==> config.mk <==
export PLATFORM = sky130hd
export DESIGN_NAME = blr_resolver
export DESIGN_NICKNAME = d
export VERILOG_FILES = /design/src/verilog/blr_pkg.sv /design/src/verilog/blr_cond_eval.sv /design/src/verilog/blr_resolver.sv /design/src/verilog/blr_target_add.sv
export SDC_FILE = /design/constraint.sdc
export NUM_CORES = 1
export LEC_CHECK = 0
export ABC_CLOCK_PERIOD_IN_PS = 4410
export BUFFER_PORTS_ARGS = -buffer_cell sky130_fd_sc_hd__buf_2
export CAP_MARGIN = 20
export CORE_MARGIN = 2
export CORE_UTILIZATION = 25
export CTS_CLUSTER_SIZE = 24
export DETAILED_ROUTE_END_ITERATION = 10
export HOLD_SLACK_MARGIN = 0.03
export PLACE_DENSITY = 0.49
export SLEW_MARGIN = 20
export SYNTH_ARGS = -nofsm -noshare
export SYNTH_HDL_FRONTEND = slang
export SYNTH_SLANG_ARGS = --single-unit
==> constraint.sdc <==
create_clock -name mclk -period 4.41 [get_ports mclk]
set_clock_uncertainty 0.15 [all_clocks]
set_input_delay 1.1025 -clock mclk [delete_from_list [all_inputs] [get_ports mclk]]
set_output_delay 1.1025 -clock mclk [all_outputs]
set_load 0.005 [all_outputs]
==> src/verilog/blr_pkg.sv <==
// package: shared types and constants for the branch, loop and trap resolver
// assumes one clock domain; decoded instruction arrives as a one-cycle strobe
package blr_pkg;
    localparam logic [1:0] BLR_RST_SYNC = 2'h0;
    localparam logic [15:0] BLR_RST_WORD = 16'h0000;
    localparam logic [7:0] BLR_TRAP_DIVIDE = 8'h00;
    localparam logic [7:0] BLR_TRAP_BREAK = 8'h03;
    localparam logic [7:0] BLR_TRAP_OVERFLOW = 8'h04;
    localparam logic [15:0] BLR_DISP_MIN = 16'hff80;
    localparam logic [15:0] BLR_DISP_MAX = 16'h007f;

    typedef enum logic [3:0] {
        BLR_OP_NONE,
        BLR_OP_JCC,
        BLR_OP_LOOP,
        BLR_OP_LOOP_EQ,
        BLR_OP_LOOP_NE,
        BLR_OP_JCZ,
        BLR_OP_PROC_RETURN,
        BLR_OP_PROC_RETURN_IMM,
        BLR_OP_TRAP_RETURN,
        BLR_OP_TRAP,
        BLR_OP_TRAP_OVF,
        BLR_OP_TASK_CALL
    } blr_op_t;

    // condition codes; alternate spellings share one code
    typedef enum logic [3:0] {
        BLR_CC_O, BLR_CC_NO, BLR_CC_B, BLR_CC_AE,
        BLR_CC_E, BLR_CC_NE, BLR_CC_BE, BLR_CC_A,
        BLR_CC_S, BLR_CC_NS, BLR_CC_PE, BLR_CC_PO,
        BLR_CC_L, BLR_CC_GE, BLR_CC_LE, BLR_CC_G
    } blr_cc_t;

    typedef struct packed {
        logic carry_flag;
        logic zero_flag;
        logic sign_flag;
        logic overflow_flag;
        logic parity_flag;
        logic nested_task_flag;
    } blr_flags_t;

    typedef struct packed {
        blr_op_t op;
        blr_cc_t cc;
        logic [7:0] disp;
        logic [15:0] imm;
        logic [7:0] trap_type;
    } blr_instr_t;

    typedef struct packed {
        logic valid;
        logic taken;
        logic [15:0] next_fetch_offset;
        logic [15:0] count_register;
        logic count_we;
        logic [15:0] stack_top_reg;
        logic stack_we;
        logic trap_req;
        logic [7:0] trap_type;
        logic task_return;
        logic link_we;
        logic [15:0] link_selector;
        logic nested_set;
    } blr_result_t;
endpackage

==> src/verilog/blr_cond_eval.sv <==
// condition evaluator for conditional jumps
// assumes flags are stable in the cycle the code is presented
module blr_cond_eval (
    input wire blr_pkg::blr_cc_t cc,
    input wire blr_pkg::blr_flags_t flags,
    output logic taken
);
    logic sxo;
    always_comb begin
        sxo = flags.sign_flag ^ flags.overflow_flag;
        unique case (cc)
            blr_pkg::BLR_CC_O: taken = flags.overflow_flag;
            blr_pkg::BLR_CC_NO: taken = !flags.overflow_flag;
            blr_pkg::BLR_CC_S: taken = flags.sign_flag;
            blr_pkg::BLR_CC_NS: taken = !flags.sign_flag;
            blr_pkg::BLR_CC_B: taken = flags.carry_flag;
            blr_pkg::BLR_CC_AE: taken = !flags.carry_flag;
            blr_pkg::BLR_CC_E: taken = flags.zero_flag;
            blr_pkg::BLR_CC_NE: taken = !flags.zero_flag;
            blr_pkg::BLR_CC_BE: taken = flags.carry_flag | flags.zero_flag;
            blr_pkg::BLR_CC_A: taken = !(flags.carry_flag | flags.zero_flag);
            blr_pkg::BLR_CC_PE: taken = flags.parity_flag;
            blr_pkg::BLR_CC_PO: taken = !flags.parity_flag;
            // less is the exact complement of ge, not a copy of it
            blr_pkg::BLR_CC_L: taken = sxo;
            blr_pkg::BLR_CC_GE: taken = !sxo;
            blr_pkg::BLR_CC_LE: taken = sxo | flags.zero_flag;
            blr_pkg::BLR_CC_G: taken = !(sxo | flags.zero_flag);
        endcase
    end
endmodule

==> src/verilog/blr_resolver.sv <==
// branch, loop and trap resolver: decides next fetch offset per instruction
// assumes decoder strobes instr_valid once per instruction, same clock;
// stack contents (return offset) are read by the caller and given as pop_offset
module blr_resolver (
    input wire logic mclk,
    input wire logic reset_n,
    input wire logic instr_valid,
    input wire blr_pkg::blr_instr_t instr,
    input wire blr_pkg::blr_flags_t flags,
    input wire logic [15:0] next_offset,
    input wire logic [15:0] count_in,
    input wire logic [15:0] stack_in,
    input wire logic [15:0] pop_offset,
    input wire logic [15:0] task_selector,
    input wire logic divide_error,
    output blr_pkg::blr_result_t result_r
);
    logic [1:0] rst_sync_r;
    logic rst_n;
    logic cc_taken;
    logic [15:0] rel_target;
    logic [15:0] count_dec;
    blr_pkg::blr_result_t result_nxt;

    always_ff @(posedge mclk or negedge reset_n) begin
        if (!reset_n) begin
            rst_sync_r <= blr_pkg::BLR_RST_SYNC;
        end else begin
            rst_sync_r <= {rst_sync_r[0], 1'b1};
        end
    end
    assign rst_n = rst_sync_r[1];

    blr_cond_eval u_cond (
        .cc(instr.cc),
        .flags(flags),
        .taken(cc_taken)
    );

    blr_target_add u_add (
        .next_offset(next_offset),
        .disp(instr.disp),
        .target(rel_target)
    );

    // wraps 0 -> ffff so a zero start runs 65536 passes
    assign count_dec = count_in - 16'h0001;

    always_comb begin
        result_nxt = '0;
        result_nxt.valid = instr_valid;
        result_nxt.next_fetch_offset = next_offset;
        result_nxt.count_register = count_in;
        result_nxt.stack_top_reg = stack_in;
        if (instr_valid && divide_error) begin
            // divide fault has its own fixed vector
            result_nxt.trap_req = 1'b1;
            result_nxt.trap_type = blr_pkg::BLR_TRAP_DIVIDE;
        end else if (instr_valid) begin
            unique case (instr.op)
                blr_pkg::BLR_OP_JCC: begin
                    result_nxt.taken = cc_taken;
                end
                blr_pkg::BLR_OP_LOOP: begin
                    result_nxt.count_we = 1'b1;
                    result_nxt.count_register = count_dec;
                    result_nxt.taken = count_dec != 16'h0000;
                end
                blr_pkg::BLR_OP_LOOP_EQ: begin
                    result_nxt.count_we = 1'b1;
                    result_nxt.count_register = count_dec;
                    result_nxt.taken = (count_dec != 16'h0000) && flags.zero_flag;
                end
                blr_pkg::BLR_OP_LOOP_NE: begin
                    result_nxt.count_we = 1'b1;
                    result_nxt.count_register = count_dec;
                    result_nxt.taken = (count_dec != 16'h0000) && !flags.zero_flag;
                end
                blr_pkg::BLR_OP_JCZ: begin
                    result_nxt.taken = count_in == 16'h0000;
                end
                blr_pkg::BLR_OP_PROC_RETURN: begin
                    result_nxt.next_fetch_offset = pop_offset;
                end
                blr_pkg::BLR_OP_PROC_RETURN_IMM: begin
                    // odd immediates are software's fault; added as given
                    result_nxt.next_fetch_offset = pop_offset;
                    result_nxt.stack_we = 1'b1;
                    result_nxt.stack_top_reg = stack_in + instr.imm;
                end
                blr_pkg::BLR_OP_TRAP_RETURN: begin
                    result_nxt.task_return = flags.nested_task_flag;
                    // saved offset already points past the trapping instruction
                    result_nxt.next_fetch_offset = pop_offset;
                end
                blr_pkg::BLR_OP_TRAP: begin
                    result_nxt.trap_req = 1'b1;
                    result_nxt.trap_type = instr.trap_type;
                end
                blr_pkg::BLR_OP_TRAP_OVF: begin
                    result_nxt.trap_req = flags.overflow_flag;
                    result_nxt.trap_type = flags.overflow_flag ?
                        blr_pkg::BLR_TRAP_OVERFLOW : 8'h00;
                end
                blr_pkg::BLR_OP_TASK_CALL: begin
                    result_nxt.link_we = 1'b1;
                    result_nxt.link_selector = task_selector;
                    result_nxt.nested_set = 1'b1;
                end
                default: begin
                end
            endcase
            if (result_nxt.taken) begin
                result_nxt.next_fetch_offset = rel_target;
            end
        end
    end

    always_ff @(posedge mclk or negedge rst_n) begin
        if (!rst_n) begin
            result_r <= '0;
        end else begin
            result_r <= result_nxt;
        end
    end
endmodule

==> src/verilog/blr_target_add.sv <==
// relative target adder: sign-extended byte displacement plus offset
// assumes offset already points at the following instruction
module blr_target_add (
    input wire logic [15:0] next_offset,
    input wire logic [7:0] disp,
    output logic [15:0] target
);
    // wraps modulo 65536 within the current code segment
    always_comb begin
        target = next_offset + {{8{disp[7]}}, disp};
    end
endmodule
==> results.py <==
metrics = {
    "outcome": {
        "outcome": "complete, no violations",
    },
    "worst_setup_path": {
        "crit_type": "input pin to register",
        "arrival_ns": 3.54,
        "cp.required_ns": 4.50,
        "path_buf_inv": 1,
        "r2r-start": "rst_sync_r[1]",
        "endpoint": "result_r[76]",
        "crit_slowest_cell": "a31oi_2",
        "critPathLaunch": "count_in[2]",
        "rr_worst_depth": 1,
        "cp_max_fo": 16,
        "start_kind": "input pin",
        "end_kind": "register",
        "crit_family": "compound AO/OA/AOI/OAI gates",
        "r2r_setup_slack_ns": 3.02,
        "cp.depth": 9,
        "worstPathCellList": "buf_2, nor3_4, nand3_1, nor3_1, xor2_1, o41ai_2, a31oi_2, nor2b_1, a211o_1",
        "slowest_delay_ns": 0.82,
        "r2r_end": "result_r[2]",
    },
    "clock_tree": {
        "clkLatencyLatePin_ns": 0.33,
        "cts_buffers": 9,
        "cts.repair.resized": 0,
        "cts_tree": "done",
        "clock_path_buffers": 2,
        "hold_buffers": 0,
        "root_buffer": "clkbuf_16",
        "cts.sinks": 81,
        "clk_pin_slew_ns": 0.07,
        "post_cts_buffers": 0,
        "htree_levels": 3,
    },
    "power_and_ir_drop": {
        "total_power_mw": 1.941,
        "vdd_drop_max_v": 0.0001580,
        "powerDensity_nw_per_um2": 295.5,
        "p_leak_nw": 3.193,
    },
    "finish": {
        "mostFrequentLayoutCells": "buf_2 (209), dfrtp_1 (80), nand2_1 (42)",
        "multi_input_area_um2": 2784,
        "syn2layout_area_growth_pct": 32.84,
        "finalNonFillerCells": 985,
        "area.sequential_um2": 2031,
        "nets": 879,
        "drive_gt1_share_pct": 36.86,
        "layout_commonest_cell": "buf_2",
        "n_fill_cell": 2099,
        "stdcell_area_um2": 6569,
    },
    "timing": {
        "slew_headroom_pct": 34.05,
        "timing.fmax_ghz": 0.2891,
        "period_needed_ns": 3.459,
        "tns_ns": 0,
        "setup_slack_ns": 0.9509,
        "tightest_slew_ns": 0.9861,
        "maxSlewViolCount": 0,
        "rsz0062_at_grt": "false",
        "hold_viol_final": 0,
        "finalCritPeriodShare_pct": 78.44,
        "finalSetupViolations": 0,
    },
    "placed_design": {
        "place_congestion": 0.7590,
        "place_inst": 968,
        "portBuffers": 209,
        "pre_cts_slack_ns": 0.5780,
        "dpl_cell_area_um2": 6286,
        "post-dp-hpwl_mm": 11.59,
    },
    "synth": {
        "synth_fa_ha_area_share_pct": 9.160,
        "synth_area_per_cell_um2": 9.850,
        "syn_inst": 502,
        "ys_warn_count": 0,
        "synthMuxAreaShare_pct": 0.8603,
        "synth-seq-cells": 81,
        "yosys_most_used_dff": "dfrtp_1",
        "syn_area_um2": 4945,
        "synth-async-reset-ratio_pct": 100.0,
        "synth-edff-count": 0,
        "ys_types": 62,
        "syn-num-nets": 667,
        "synth_compound_area_share_pct": 18.78,
        "synth_top_family_by_area": "simple AND/OR/NAND/NOR gates",
        "synthSimpleGateAreaFrac_pct": 19.31,
        "synthXorXnorAreaFrac_pct": 7.971,
        "yosysSeqAreaShare_pct": 40.99,
    },
    "floorplan": {
        "initial_core_util_pct": 25.41,
        "die_y_um": 144.6,
        "die_width_um": 144.6,
        "coreArea_um2": 19460,
        "rows": 51,
        "die-area_um2": 20920,
        "io-pin-count": 210,
    },
    "routing": {
        "wl_per_cell_um": 14.71,
        "ant_nets": 0,
        "dr.first_iter.drc_count": 144,
        "drc": 0,
        "wirelength_mm": 14.49,
        "num_vias": 4363,
        "first_pass_iters": 4,
        "post_drt_via_cell_ratio": 4.429,
    },
    "hold_path": {
        "hold_path_class": "register to async pin",
    },
    "global_routing": {
        "globalRoute.totalOverflow": 0,
        "antenna_found_initial": 2,
        "grt_first_pass_wirelength_mm": 22.59,
        "grt_pass1_vias": 4371,
        "track_usage_pct": 13.97,
        "grt_max_degree": 42,
    },
    "job": {
        "maxCapViolCount": 0,
    },
}
[where the power goes]
group | switching, mW | internal (mW)
Sequential | 0.0157 | 0.775
Combinational | 0.230 | 0.200
Clock | 0.333 | 0.387
[layout make-up]
cell class	count	area share (%)
multi-input combinational	394	42.38
sequential	81	30.91
timing repair buffer	215	16.61
tap	265	5.048
clock buffer	9	3.429
clock inverter	7	0.8381
inverter	13	0.7429
antenna	1	0.03810
[logic make-up (layout without fill, tap and decap cells)]
group / after synthesis / after routing
AO/OA/AOI/OAI: 131 / 131
XOR/XNOR: 45 / 45
adder cells (fa/ha/maj): 35 / 35
buffers and inverters: 27 / 244
flip-flops: 81 / 81
multiplexers: 4 / 4
other: 1 / 2
AND/OR/NAND/NOR: 178 / 178
[cells in the mapped netlist (4+ instances only)]
cell type / n / share of area, %
a21oi_1: 30 / 3.0
dfrtp_1: 81 / 41
xor2_1: 18 / 3.2
nor2b_1: 11 / 1.4
a211oi_1: 7 / 1.1
a21oi_2: 9 / 1.6
o22ai_2: 9 / 2.3
and3_1: 4 / 0.51
nor3_1: 7 / 0.71
inv_1: 13 / 0.99
clkbuf_1: 6 / 0.46
nand3b_1: 4 / 0.61
nor2_1: 41 / 3.1
o21ai_0: 26 / 2.6
o21a_1: 7 / 1.1
xnor2_1: 27 / 4.8
nand2_1: 42 / 3.2
nand2b_1: 9 / 1.1
buf_2: 4 / 0.40
nor4_1: 4 / 0.51
nor3b_1: 5 / 0.76
and2_1: 26 / 3.3
a21o_1: 6 / 0.91
o22a_1: 4 / 0.71
or3_1: 5 / 0.63
ha_1: 33 / 8.4
nand3_1: 5 / 0.51
o21bai_1: 4 / 0.61
[stage by stage]
step | hold WS [ns] | util, %
final | 0.1619 | 33.75
after global routing | 0.2262 | 33.74
after CTS | 0.2003 | 33.74
after detailed placement | 0.1897 | 32.30
after global placement | 0.1838 | 32.30
after floorplan | 0.1812 | -
[worst min-delay path by stage]
| stage | from | to | slack (ns) | cells past startpoint |
|---|---|---|---|---|
| final | rst_sync_r[1] | result_r[22] | 0.16 | 0 |
| after global routing | rst_sync_r[1] | result_r[18] | 0.23 | 0 |
| after CTS | rst_sync_r[1] | result_r[19] | 0.20 | 0 |
| after detailed placement | rst_sync_r[0] | rst_sync_r[1] | 0.19 | 0 |
| after global placement | rst_sync_r[0] | rst_sync_r[1] | 0.18 | 0 |
| after floorplan | rst_sync_r[0] | rst_sync_r[1] | 0.18 | 0 |
[routing by layer]
| layer | global-route usage, % | part of all wire (%) | up-vias |
|---|---|---|---|
| met1 | 18.49 | 47 | 2006 |
| met2 | 22.18 | 45 | 134 |
| met5 | 0 | 0.090 | - |
| met3 | 3.245 | 6.2 | 17 |
| li1 | - | - | 2204 |
| met4 | 5.314 | 1.8 | 2 |
[registers in the layout, summed over array words and instances, names as in the netlist]
register,cells
result_r,79
rst_sync_r,2
No activity file was read; power rests on OpenSTA's default activity.
